File: src/tnl_pkg.sv
// Operation
// RQ1: Mode field picks synchronous, range or address.
// RQ2: Bus address used only in address mode.
// RQ3: Nibble value is gap between falling edges.
// RQ4: Each edge starts with three-tick low phase.
// RQ5: Trigger starts 56-tick sync, sample taken.
// RQ6: Nibbles last twelve ticks plus value.
// RQ7: Frame code sets data nibble count.
// RQ8: End pulse after checksum returns line idle.
// RQ9: Checksum covers status and data nibbles.
// RQ10: New trigger accepted 90 us after end.
// RQ11: Sample at sync start, computed anew.
// RQ12: Temperature code is Celsius plus 55.
// RQ13: Status bits 0-1 carry range or address.
// RQ14: Status bit 2 flags overvoltage recovery once.
// RQ15: Status bit 3 flags first frame after reset.
// RQ16: Unit tick is (divider+16) internal clocks.
// RQ17: Divider is four bits, resets to eight; the link takes it from unit_tick_divider_in and holds no reset value.
// RQ18: Checksum polynomial x4+x3+x2+1, seed 0101.
// RQ19: Overlong trigger ignored, rearm 30 us later.
// RQ20: Address mode answers only matching address.
// RQ21: Range change shows one frame late.
// RQ22: Data sent MSB first, field before temperature.
`default_nettype none
package tnl_pkg;
  // ----------------------------------------------------------
  // Timing constants.
  // ----------------------------------------------------------
  localparam int CLK_PERIOD_NS = 100;   // System clock period.
  localparam int RC_PERIOD_NS  = 125;   // Internal tick clock period.
  localparam int DIV_BASE      = 16;    // Added to the divider.
  localparam logic [3:0] DIV_RST = 4'h8; // Divider reset value.
  localparam int GUARD_NS  = 90000;     // Quiet time after end pulse.
  localparam int REARM_NS  = 30000;     // Wait after overlong trigger.
  localparam int GUARD_CYC = (GUARD_NS + CLK_PERIOD_NS - 1) / CLK_PERIOD_NS;
  localparam int REARM_CYC = (REARM_NS + CLK_PERIOD_NS - 1) / CLK_PERIOD_NS;

  typedef logic [7:0] tnl_ut_t;         // A count of unit ticks.
  localparam tnl_ut_t LOW_UT   = 8'h03; // Low phase of each edge.
  localparam tnl_ut_t SYNC_UT  = 8'h38; // Sync period length.
  localparam tnl_ut_t NIB_UT   = 8'h0C; // Nibble base length.
  localparam tnl_ut_t TRIG_SYN = 8'h0D; // Trigger time, synchronous.
  localparam tnl_ut_t TRIG_RNG = 8'h38; // Trigger time, range mode.
  localparam tnl_ut_t TRIG_ADR = 8'h5A; // Trigger time, address mode.
  localparam tnl_ut_t SYN_MIN  = 8'h01; // Master low window, sync mode.
  localparam tnl_ut_t SYN_MAX  = 8'h04;
  // Master low windows per range and per address.
  localparam tnl_ut_t RNG_MIN [3] = '{8'h01, 8'h09, 8'h18};
  localparam tnl_ut_t RNG_MAX [3] = '{8'h05, 8'h0F, 8'h27};
  localparam logic [1:0] RNG_CODE [3] = '{2'h0, 2'h1, 2'h3};
  localparam tnl_ut_t ADR_MIN [4] = '{8'h09, 8'h13, 8'h23, 8'h3D};
  localparam tnl_ut_t ADR_MAX [4] = '{8'h0C, 8'h17, 8'h28, 8'h43};

  localparam logic [3:0] CRC_SEED = 4'h5; // Checksum seed.
  localparam logic [3:0] CRC_POLY = 4'hD; // x4 term implied.
  localparam logic [8:0] TEMP_OFS = 9'h037; // Celsius offset.

  // ----------------------------------------------------------
  // Modes and states.
  // ----------------------------------------------------------
  typedef enum logic [1:0] {
    MODE_SYNC = 2'b00,
    MODE_RNG  = 2'b10,
    MODE_ADR  = 2'b11
  } tnl_mode_e;

  typedef enum logic [2:0] {
    ST_IDLE  = 3'b000,
    ST_MLOW  = 3'b001,
    ST_TRIG  = 3'b010,
    ST_SYNC  = 3'b011,
    ST_NIB   = 3'b100,
    ST_ENDP  = 3'b101,
    ST_HOLD  = 3'b110,
    ST_REARM = 3'b111
  } tnl_state_e;

  // Upper bit clear means synchronous whatever the lower bit.
  function automatic tnl_mode_e tnl_mode(input logic [1:0] m);
    tnl_mode = !m[1] ? MODE_SYNC : (m[0] ? MODE_ADR : MODE_RNG); // RQ1
  endfunction : tnl_mode

  // One checksum step over a nibble, most significant bit first.
  function automatic logic [3:0] tnl_crc(input logic [3:0] c,
                                         input logic [3:0] n);
    logic [3:0] r;
    logic       fb;
    r = c;
    for (int i = 3; i >= 0; i--) begin
      fb = r[3] ^ n[i];
      r  = {r[2:0], 1'b0} ^ (fb ? CRC_POLY : 4'h0); // RQ18
    end
    tnl_crc = r;
  endfunction : tnl_crc
endpackage : tnl_pkg
`default_nettype wire

File: src/tnl_tick_if.sv
`timescale 1ns/100ps
`default_nettype none
// Carries the divider, restart and unit tick between modules.
interface tnl_tick_if;
  logic [3:0] div;      // Unit tick divider.
  logic       restart;  // Realigns the tick phase.
  logic       tick;     // One-cycle unit tick pulse.
  modport gen  (input div, input restart, output tick);
  modport user (output div, output restart, input tick);
endinterface : tnl_tick_if
`default_nettype wire

File: src/tnl_link.sv
`timescale 1ns/100ps
`default_nettype none
// Triggered nibble output link, device end.
module tnl_link
  import tnl_pkg::*;
(
  input  wire logic        mclk_in,
  input  wire logic        nrst_in,
  input  wire logic        ce_in,
  input  wire logic [1:0]  op_mode_in,
  input  wire logic [1:0]  sensor_bus_address_in,
  input  wire logic [1:0]  nibble_count_code_in,
  input  wire logic [3:0]  unit_tick_divider_in,
  input  wire logic [15:0] field_value_in,
  input  wire logic signed [8:0] temp_celsius_in,
  input  wire logic        ov_resume_in,
  input  wire logic        line_in,
  output logic             line_out,
  output logic             line_oe_out,
  output logic             sample_strobe_out,
  output logic [1:0]       range_select_out
);
  // ----------------------------------------------------------
  // State and helpers.
  // ----------------------------------------------------------
  typedef struct packed {
    tnl_state_e  st;    // Sequencer state.
    logic [7:0]  tcnt;  // Ticks into the current interval.
    logic [7:0]  len;   // Length of the current interval.
    logic [7:0]  lcnt;  // Ticks since the master falling edge.
    logic [2:0]  idx;   // Nibble index, zero is status.
    logic [23:0] pay;   // Data nibbles still to send.
    logic [3:0]  nib;   // Nibble being sent.
    logic [3:0]  crc;   // Running checksum.
    logic        first; // First frame after reset.
    logic        ovp;   // Overvoltage recovery pending.
    logic [1:0]  rng;   // Range reported in the status nibble.
    logic [1:0]  rngn;  // Range requested by the master.
    logic [1:0]  hit;   // Decoded range or address.
    logic [9:0]  wcnt;  // Cycle counter for quiet times.
    logic        oe;    // Line driven low.
    logic        smp;   // Sample strobe.
  } tnl_core_s;

  tnl_core_s  q;       // Registered state.
  tnl_core_s  d;       // Next state.
  logic       restart; // Realign the unit tick.
  logic       ok;      // Master low time decoded.
  logic [1:0] code;    // Decoded range or address.
  logic [3:0] stat;    // Status nibble.
  logic [7:0] tcode;   // Temperature code.
  tnl_mode_e  mode;    // Active operating mode.
  tnl_ut_t    trig;    // Trigger time for the mode.

  tnl_tick_if tk ();

  tnl_tick_gen u_tick (
    .mclk_in (mclk_in),
    .nrst_in (nrst_in),
    .ce_in   (ce_in),
    .tk      (tk)
  );

  assign tk.div     = unit_tick_divider_in; // RQ17
  assign tk.restart = restart;

  // Interval length for a nibble value.
  function automatic logic [7:0] nib_len(input logic [3:0] n);
    nib_len = NIB_UT + 8'(n); // RQ6
  endfunction : nib_len

  // Saturating tick counter step.
  function automatic logic [7:0] sat_inc(input logic [7:0] v);
    sat_inc = (v == 8'hFF) ? v : v + 8'h01;
  endfunction : sat_inc

  // Number of data nibbles for a frame code.
  function automatic logic [2:0] nib_count(input logic [1:0] f);
    unique case (f) // RQ7
      2'h0: nib_count = 3'h6;
      2'h1: nib_count = 3'h4;
      2'h2: nib_count = 3'h5;
      2'h3: nib_count = 3'h3;
    endcase
  endfunction : nib_count

  // ----------------------------------------------------------
  // Master pulse decoding.
  // ----------------------------------------------------------
  // Maps the master low time onto a window of the active mode.
  always_comb begin
    mode  = tnl_mode(op_mode_in); // RQ1
    ok    = 1'b0;
    code  = 2'h0;
    trig  = TRIG_SYN;
    unique case (mode)
      MODE_SYNC: begin
        ok = (q.lcnt >= SYN_MIN) && (q.lcnt <= SYN_MAX);
      end
      MODE_RNG: begin
        trig = TRIG_RNG;
        for (int i = 0; i < 3; i++) begin
          if (q.lcnt >= RNG_MIN[i] && q.lcnt <= RNG_MAX[i]) begin
            ok   = 1'b1;
            code = RNG_CODE[i];
          end
        end
      end
      MODE_ADR: begin
        trig = TRIG_ADR;
        for (int i = 0; i < 4; i++) begin
          if (q.lcnt >= ADR_MIN[i] && q.lcnt <= ADR_MAX[i]) begin
            ok   = 1'b1;
            code = 2'(i);
          end
        end
        ok = ok && (code == sensor_bus_address_in); // RQ20
      end
    endcase
  end

  // Status nibble and temperature code at the sample instant.
  always_comb begin
    stat[1:0] = (mode == MODE_ADR) ? sensor_bus_address_in
                                   : q.rng; // RQ2 RQ13
    stat[2]   = q.ovp;   // RQ14
    stat[3]   = q.first; // RQ15
    tcode     = 8'(9'(temp_celsius_in) + TEMP_OFS); // RQ12
  end

  // ----------------------------------------------------------
  // Frame sequencer.
  // ----------------------------------------------------------
  // Walks trigger, sync, nibbles and end pulse, one tick at a time.
  always_comb begin
    d       = q;
    restart = 1'b0;
    d.smp   = 1'b0;
    if (ov_resume_in) begin
      d.ovp = 1'b1;
    end
    unique case (q.st)
      ST_IDLE: begin
        // A falling edge from the master starts a trigger.
        if (!line_in) begin
          d.st    = ST_MLOW;
          d.lcnt  = 8'h00;
          restart = 1'b1;
        end
      end
      ST_MLOW: begin
        if (tk.tick) begin
          d.lcnt = sat_inc(q.lcnt);
        end
        if (line_in) begin
          if (ok) begin
            d.st  = ST_TRIG;
            d.hit = code;
            if (mode == MODE_RNG) begin
              d.rngn = code;
            end
          end else begin
            d.st   = ST_REARM; // RQ19
            d.wcnt = 10'h000;
          end
        end
      end
      ST_TRIG: begin
        // Sync starts a fixed time after the master falling edge.
        if (tk.tick) begin
          d.lcnt = sat_inc(q.lcnt);
          if (sat_inc(q.lcnt) == trig) begin
            d.st    = ST_SYNC; // RQ5
            d.tcnt  = 8'h00;
            d.len   = SYNC_UT;
            d.oe    = 1'b1;
            d.smp   = 1'b1;    // RQ11
            restart = 1'b1;
            d.idx   = 3'h0;
            d.nib   = stat;
            d.crc   = tnl_crc(CRC_SEED, stat); // RQ18
            d.first = 1'b0;
            d.ovp   = ov_resume_in;
            unique case (nibble_count_code_in) // RQ22
              2'h0: d.pay = {field_value_in, tcode};
              2'h1: d.pay = {field_value_in, 8'h00};
              2'h2: d.pay = {field_value_in[15:4], tcode, 4'h0};
              2'h3: d.pay = {field_value_in[15:4], 12'h000};
            endcase
          end
        end
      end
      ST_SYNC, ST_NIB, ST_ENDP: begin
        if (q.st == ST_ENDP) begin
          d.wcnt = q.wcnt + 10'h001;
        end
        if (tk.tick) begin
          if (q.tcnt != q.len - 8'h01) begin
            d.tcnt = q.tcnt + 8'h01;
            d.oe   = (q.tcnt + 8'h01) < LOW_UT; // RQ4
          end else begin
            // Next falling edge closes this interval.
            d.tcnt = 8'h00;
            d.oe   = 1'b1; // RQ3
            if (q.st == ST_SYNC) begin
              d.st  = ST_NIB;
              d.len = nib_len(q.nib);
            end else if (q.st == ST_ENDP) begin
              d.st = ST_HOLD;
              d.oe = 1'b0;
            end else if (q.idx < nib_count(nibble_count_code_in)) begin
              d.nib = q.pay[23:20];
              d.pay = {q.pay[19:0], 4'h0};
              d.crc = tnl_crc(q.crc, q.pay[23:20]); // RQ9
              d.idx = q.idx + 3'h1;
              d.len = nib_len(q.pay[23:20]);
            end else if (q.idx == nib_count(nibble_count_code_in)) begin
              d.nib = q.crc;
              d.idx = q.idx + 3'h1;
              d.len = nib_len(q.crc);
            end else begin
              d.st   = ST_ENDP; // RQ8
              d.len  = LOW_UT;
              d.wcnt = 10'h000;
              d.rng  = q.rngn;  // RQ21
            end
          end
        end
      end
      ST_HOLD: begin
        // Quiet time counted from the end pulse falling edge.
        d.wcnt = q.wcnt + 10'h001;
        if (q.wcnt >= 10'(GUARD_CYC - 1)) begin
          d.st = ST_IDLE; // RQ10
        end
      end
      ST_REARM: begin
        // Counts only while the line stays released.
        d.wcnt = line_in ? q.wcnt + 10'h001 : 10'h000;
        if (line_in && q.wcnt >= 10'(REARM_CYC - 1)) begin
          d.st = ST_IDLE; // RQ19
        end
      end
    endcase
  end

  // Registers the state; clock enable freezes it.
  always_ff @(posedge mclk_in or negedge nrst_in) begin
    if (!nrst_in) begin
      q       <= '0;
      q.st    <= ST_IDLE;
      q.first <= 1'b1;
    end else if (ce_in) begin
      q <= d;
    end
  end

  // ----------------------------------------------------------
  // Outputs.
  // ----------------------------------------------------------
  assign line_out          = 1'b0; // Open drain pulls low only.
  assign line_oe_out       = q.oe;
  assign sample_strobe_out = q.smp;
  assign range_select_out  = q.rngn;
endmodule : tnl_link
`default_nettype wire

File: src/tnl_tick_gen.sv
`timescale 1ns/100ps
`default_nettype none
// Unit tick generator: a phase accumulator in nanoseconds.
module tnl_tick_gen
  import tnl_pkg::*;
(
  input  wire logic mclk_in,
  input  wire logic nrst_in,
  input  wire logic ce_in,
  tnl_tick_if.gen   tk
);
  // ----------------------------------------------------------
  // State.
  // ----------------------------------------------------------
  typedef struct packed {
    logic [11:0] acc;  // Elapsed time within the tick.
    logic        tick; // Tick pulse.
  } tnl_gen_s;

  tnl_gen_s    q;     // Registered state.
  tnl_gen_s    d;     // Next state.
  logic [11:0] limit; // Unit tick length in ns.
  logic [12:0] sum;   // Accumulator after this cycle.

  // Adds one clock period; a tick falls each time a unit passes.
  always_comb begin
    d     = q;
    limit = 12'((13'(tk.div) + 13'(DIV_BASE)) * 13'(RC_PERIOD_NS)); // RQ16
    sum   = 13'(q.acc) + 13'(CLK_PERIOD_NS);
    d.tick = 1'b0;
    if (tk.restart) begin
      d.acc = 12'h000;
    end else if (sum >= 13'(limit)) begin
      d.acc  = 12'(sum - 13'(limit));
      d.tick = 1'b1;
    end else begin
      d.acc = sum[11:0];
    end
  end

  // Registers the state; clock enable freezes it.
  always_ff @(posedge mclk_in or negedge nrst_in) begin
    if (!nrst_in) begin
      q <= '0;
    end else if (ce_in) begin
      q <= d;
    end
  end

  assign tk.tick = q.tick;
endmodule : tnl_tick_gen
`default_nettype wire

File: config.mk
export PLATFORM = sky130hd
export DESIGN_NAME = tnl_link
export DESIGN_NICKNAME = d
export VERILOG_FILES = /design/src/tnl_pkg.sv /design/src/tnl_tick_if.sv /design/src/tnl_link.sv /design/src/tnl_tick_gen.sv
export SDC_FILE = /design/constraint.sdc
export NUM_CORES = 1
export LEC_CHECK = 0
export BUFFER_PORTS_ARGS = -buffer_cell sky130_fd_sc_hd__buf_2
export CAP_MARGIN = 0
export CORE_MARGIN = 4
export CORE_UTILIZATION = 58
export DETAILED_ROUTE_END_ITERATION = 12
export PLACE_DENSITY = 0.87
export SETUP_SLACK_MARGIN = 0.1
export SYNTH_ARGS = -nofsm -noshare
export SYNTH_HDL_FRONTEND = slang
export SYNTH_SLANG_ARGS = --single-unit
File: constraint.sdc
create_clock -name mclk_in -period 4.85 [get_ports mclk_in]
set_clock_uncertainty 0.05 [all_clocks]
set_input_delay 0.485 -clock mclk_in [delete_from_list [all_inputs] [get_ports mclk_in]]
set_output_delay 0.485 -clock mclk_in [all_outputs]
set_load 0.01 [all_outputs]
; Word level (Yosys, flattened, before mapping)
; Index checks and enable logic that the tools add are counted.
[totals]
register_bits = 93
inputBits = 40
out_inout_bits = 5
wordCells = 235
[op_classes]
n_addsub = 12
multipliers = 1
order_cmp = 19
eq_ne = 34
mux = 105
bitwise_logic = 20
n_reduce_logical = 27
[ops]
columns = cell, count
row1 = $mux 35, 4
row2 = $pmux 24 s4, 1
row3 = $mux 10, 8
row4 = $pmux 35 s2, 1
row5 = $mux 3, 23
row6 = $mux 64, 1
row7 = $mux 8, 8
row8 = $mux 4, 11
row9 = $pmux 10 s4, 1
row10 = $mux 19, 2
row11 = $mux 37, 1
row12 = $pmux 16 s2, 1
row13 = $xor 4x4->4, 7
row14 = $mux 12, 2
row15 = $mux 24, 1
row16 = $pmux 8 s3, 1
row17 = $mux 11, 2
row18 = $mux 1, 21
row19 = $ne 2x2->1 const B, 10
row20 = $pmux 3 s6, 1
row21 = $reduce_and 9->1, 2
row22 = $add 8x1->8 const B, 2
row23 = $ge 8x5->1 const B, 2
row24 = $ge 8x6->1 const B, 2
row25 = other kinds (56), 103

; Logic depth before layout (Yosys ltp)
[logic_depth]
word_depth = 22
ltp_mapped = 19
mapped_depth_nobuf = 18

; Cells and area by module
; Synthesis repeated with hierarchy kept, for this count alone.
[hier_totals]
hier_cells = 885
area_unflattened_um2 = 7372.1
[by_module_without_submodules]
columns = module, instances, cells_each, area_each_um2, seq_area_each_um2
row1 = tnl_link, 1, 674, 5489.0, 1953.1
row2 = tnl_tick_gen, 1, 211, 1883.1, 325.3

; Worst setup path before layout
; No wires, ideal clock.
[synth_path]
kind = input port to flip-flop
start = input unit_tick_divider_in[1]
end = register u_tick.q[5] (netlist name)
t_arrival_ns = 5.019
path_slack_ns = -0.310
stages = 18
path_buffers = 0
cell_sequence = inv_1 fa_1 xor2_1 ha_1 ha_1 fa_1 a32o_1 a21oi_1 o21bai_1 a21oi_1 xor2_1 ha_1 nand3_1 a211oi_1 o41ai_1 nand2_1 a2111o_1 o221ai_1
[synth_between]
elab_chain_cells = 5
[synth_lines]
columns = element, line
row1 = from (decl), tnl_link.sv:13  ; input wire logic [3:0] unit_tick_divider_in,
row2 = $add 4x5->6 *, tnl_tick_gen.sv:28  ; limit = 12'((13'(tk.div) + 13'(DIV_BASE)) * 13'(RC_PERIOD_NS));
row3 = $mul 13x7->12 *, tnl_tick_gen.sv:28
row4 = $sub 12x12->12 / $ge 13x12->1 (equally long branches), "tnl_tick_gen.sv:34, tnl_tick_gen.sv:33"
row5 = $mux 12 *, tnl_tick_gen.sv:33  ; end else if (sum >= 13'(limit)) begin
row6 = $mux 12 *, tnl_tick_gen.sv:31  ; if (tk.restart) begin
row7 = to (signal assigned), tnl_tick_gen.sv:44  ; q <= '0;
row8 = to (signal assigned), tnl_tick_gen.sv:46  ; q <= d;
row9 = to (decl), tnl_tick_gen.sv:20  ; tnl_gen_s q;
; Every way passes the cells marked *; elsewhere a longest branch is shown, timed or not.
; A chain may end at the register's enable or synchronous reset.

; Worst setup path in the final report
[layout_path]
start = input unit_tick_divider_in[1]
end = register u_tick.q[3] (netlist name)
; The elaborated chain is that of the path after synthesis.

==> metrics.md <==
| Metric | Value |
|---|---|
| Flops & latches, synth | `91` |
| Root buffer cell | `sky130_fd_sc_hd__clkbuf_16` |
| Port bufs | `between 40 and 50` |
| Clock latency on the worst-skew pair | `~0.36 ns` |
| Starting density of the core | `59.1%` |
| Final wirelength | `17,600 um` |
| Antenna-violating nets left | `0` |
| Post-Layout Inst Area | `slightly above 8000 um2` |
| Grt total ovfl | `0` |
| Overall power consumption | `~3300 uW` |
| Post-DP Area | `7810 um2` |
| Num rows | `41` |
| Gp weighted congestion | `between 0.9 and 1` |
| FMAX | `222 MHz` |
| Register-to-register path setup slack | `around 0.7 ns` |
| Number of global-route vias before repair | `approximately 6,400` |
| Outcome | `finished, final reports clean` |
| Initial DRT Pass Iterations | `5` |
| Kind of start point of the critical path | `input port` |
| Maximum number of pins on one net before global-route repair | `54` |
| Synthesis-to-finish area growth | `9.08%` |
| Avg Cell Area, Syn | `approximately 8.7 um2` |
| Required time reported for the critical path endpoint | `approximately 5 ns` |
| Max-slew violation count | `0` |
| Count of pins on the block boundary | `45` |
| Area enclosed by the die boundary | `14,700 um2` |
| Net count of the finished layout | `approximately 970` |
| Global-route wire length before repair | `30,000 um` |
| H-tree level count | `3` |
| Worst voltage drop across the vdd grid | `roughly 0.4 mV` |
| Clock transition at path regs | `roughly 0.070 ns` |
| Final Hold Viols | `0` |
| Post-route fraction of the period consumed by the critical path | `92.7%` |
| Class of the worst hold path | `in2async` |
| Max-slew headroom | `36.0%` |
| Most frequent cells in the layout | `sky130_fd_sc_hd__dfrtp_1 (90), sky130_fd_sc_hd__inv_1 (61), sky130_fd_sc_hd__nand2_1 (56), sky130_fd_sc_hd__a21oi_1 (50), sky130_fd_sc_hd__ha_1 (46)` |
| Pwr dens | `just over 400 nW/um2` |
| Unrepaired setup endpoints after global routing | `no` |
| Post-synthesis instance area | `around 7400 um2` |
| Comb pwr share | `49.5%` |
| R2r startpoint | `q[55]` |
| Post-Syn Instances | `853` |
| Number of antenna repair diodes | `0` |
| Yosys synthesis warning count | `0` |
| Gr usage total | `between 20% and 30%` |
| Number of buffers created by CTS | `9` |
| Vias after detailed routing | `6,681` |
| Commonest non-fill, non-tap cell in the layout | `sky130_fd_sc_hd__dfrtp_1` |
| Die extent in x | `between 100 and 150 um` |
| EDFF count, synth | `0` |
| Quantity of hold-fixing buffers added after cts | `0` |
| Sw frac | `between 40% and 50%` |
| Seq/Total Area, Yosys | `30.7%` |
| CTS tree | `yes` |
| Total leakage power | `between 0.003 and 0.004 uW` |
| Commonest register cell after synthesis | `sky130_fd_sc_hd__dfrtp_1` |
| Count of cells along the worst register-to-register path | `8` |
| Clk network pwr share | `approximately a fifth` |
| Average wire per standard cell | `~17 um` |
| Total net switching power | `1350 uW` |
| # Max-Cap Violations | `0` |
| Actual slew at the worst max-slew pin | `around 0.96 ns` |
| Routed vias/inst | `~6.3` |
| Kind of capture point of the worst setup path | `flip-flop` |
| Max clock buf depth | `2` |
| Post-Route Utilization | `64.5%` |
| Power Internal | `between 1500 and 2000 uW` |
| Crit path kind | `in2reg` |
| Cell variety after synth | `74` |
| Y dimension of the die | `about 120 um` |
| Number of cells in the design after placement | `1,036` |
| FFs w/ async S/R, synth | `100%` |
| Max Fanout on Critical Path | `5` |
| Flop pwr share | `between 20% and 30%` |
| Final HPWL DP | `about 13,000 um` |
| Setup-failing EPs final | `0` |
| Core Area | `roughly 13,000 um2` |
| Post-synth net total | `between 900 and 1,000` |
| DR DRC count | `0` |
| Number of antenna violations at the first check in global routing | `0` |
| Final cell count without fillers | `between 1,000 and 1,500` |
| Clock net sink count | `91` |
| Detailed Route Iter0 Violations | `831` |
| Shortest period the worst path allows | `around 4.5 ns` |
| Worst Path Arrival | `around 4.7 ns` |
| Ratio of cells with drive above 1 in the final layout | `between 15 and 20%` |
| Endpoint of the worst register-to-register path | `u_tick.q[9]` |
-- critical path, cell delays in order --
cell                         delay, ns
sky130_fd_sc_hd__buf_2            0.12
sky130_fd_sc_hd__clkinvlp_4       0.10
sky130_fd_sc_hd__fa_1             0.59
sky130_fd_sc_hd__xor2_1           0.15
sky130_fd_sc_hd__ha_1             0.25
sky130_fd_sc_hd__ha_2             0.20
sky130_fd_sc_hd__fa_2             0.34
sky130_fd_sc_hd__a32o_1           0.23
sky130_fd_sc_hd__a21oi_2          0.16
sky130_fd_sc_hd__o21bai_1         0.10
sky130_fd_sc_hd__a21oi_2          0.13
sky130_fd_sc_hd__xor2_1           0.17
sky130_fd_sc_hd__ha_1             0.28
sky130_fd_sc_hd__nand3_1          0.10
sky130_fd_sc_hd__a211oi_1         0.07
sky130_fd_sc_hd__o41ai_2          0.46
sky130_fd_sc_hd__buf_4            0.18
sky130_fd_sc_hd__and2_1           0.16
sky130_fd_sc_hd__buf_4            0.15
sky130_fd_sc_hd__o221ai_1         0.11
sky130_fd_sc_hd__mux2i_1          0.18
-- cell type report --
type,count,area [um2]
clock buffer,10,229
clock inverter,6,56.3
fill,1025,4460
inverter,62,236
multi-input combinational,648,4710
sequential,91,2280
tap,172,215
timing repair buffer,64,378
-- state kept, by name (all words and copies together) (netlist names) --
signal / flops
line_oe_out: 1
q: 74
range_select_out: 2
sample_strobe_out: 1
u_tick.q: 12
u_tick.tk.tick: 1
-- metrics by stage --
step / hold WS [ns] / setup slack [ns] / setup TNS (ns)
after global placement: 0.431 / 0.0214 / 0
final: 0.0321 / 0.353 / 0
after global routing: 0.0729 / 0.0978 / 0
after detailed placement: 0.430 / -0.0863 / -0.264
after floorplan: 0.139 / 0.104 / 0
after CTS: 0.0530 / 0.258 / 0
-- cell families after synthesis --
family,count (synthesis),share of synthesized area [%]
AOI/OAI and AO/OA,262,24.2
adders and majority gates,50,8.72
DFF,91,30.7
buffers and inverters,114,6.23
xor gates and xnor gates,51,6.01
muxes,55,8.15
and+or+nand+nor,229,16.0
other,1,0.0505
-- cell usage after synthesis (6+ instances only) --
cell type                  count  area share, %
sky130_fd_sc_hd__o21ai_0      44            3.0
sky130_fd_sc_hd__nor3_1       22            1.5
sky130_fd_sc_hd__o221ai_1      8           0.94
sky130_fd_sc_hd__dfrtp_1      90             30
sky130_fd_sc_hd__o31ai_1      14            1.4
sky130_fd_sc_hd__clkbuf_1     44            2.2
sky130_fd_sc_hd__a21oi_1      52            3.5
sky130_fd_sc_hd__nand2_1      57            2.9
sky130_fd_sc_hd__nor3b_1       7           0.71
sky130_fd_sc_hd__nand2b_1     11           0.93
sky130_fd_sc_hd__xor2_1       20            2.4
sky130_fd_sc_hd__mux2i_1      17            2.3
sky130_fd_sc_hd__xnor2_1      31            3.7
sky130_fd_sc_hd__a22oi_1      10            1.0
sky130_fd_sc_hd__nor2b_1      10           0.84
sky130_fd_sc_hd__o211ai_1      6           0.61
sky130_fd_sc_hd__a21o_1        9           0.91
sky130_fd_sc_hd__a31oi_1      25            2.1
sky130_fd_sc_hd__ha_1         47            7.9
sky130_fd_sc_hd__nand3_1      17            1.1
sky130_fd_sc_hd__a211oi_1     11            1.1
sky130_fd_sc_hd__a22o_1       13            1.5
sky130_fd_sc_hd__nor2_1       44            2.2
sky130_fd_sc_hd__mux2_2       36            5.5
sky130_fd_sc_hd__inv_1        62            3.1
sky130_fd_sc_hd__and3_1       13            1.1
sky130_fd_sc_hd__nor4_1        9           0.76
sky130_fd_sc_hd__o22ai_1      10           0.84
sky130_fd_sc_hd__nand4_1       6           0.51
sky130_fd_sc_hd__or2_2         7           0.59
-- routing by layer --
layer	GRT usage (%)	up-vias	share of wire, %
li1	-	3191	-
met5	0	-	0
met1	33.6	3169	44
met2	39.9	263	47
met3	3.64	58	5.9
met4	10.7	0	3.2
-- worst max-delay path by stage --
stage	startpoint	depth (start not counted)	endpoint
floorplan	unit_tick_divider_in[1]	18	u_tick.q[5]
global placement	unit_tick_divider_in[1]	21	u_tick.q[9]
detailed placement	unit_tick_divider_in[1]	21	u_tick.q[3]
CTS	unit_tick_divider_in[1]	21	u_tick.q[3]
global route	unit_tick_divider_in[1]	21	u_tick.q[9]
finish	unit_tick_divider_in[1]	21	u_tick.q[3]
-- power by group through the flow --
stage / logic (uW) / clock network [uW] / registers (uW)
CTS: 1590 / 703 / 968
finish: 1630 / 693 / 972
detailed placement: 1570 / 0 / 979
global route: 1800 / 739 / 988
global placement: 1530 / 0 / 977
floorplan: 1240 / 0 / 925
-- timing repair --
action / 4_1_cts / 5_1_grt
gates resized for setup: 0 / 3
buffers inserted: 0 / 1
endpoints found under the setup margin: 0 / 6
Note: power is estimated with default switching activity, not from simulation.
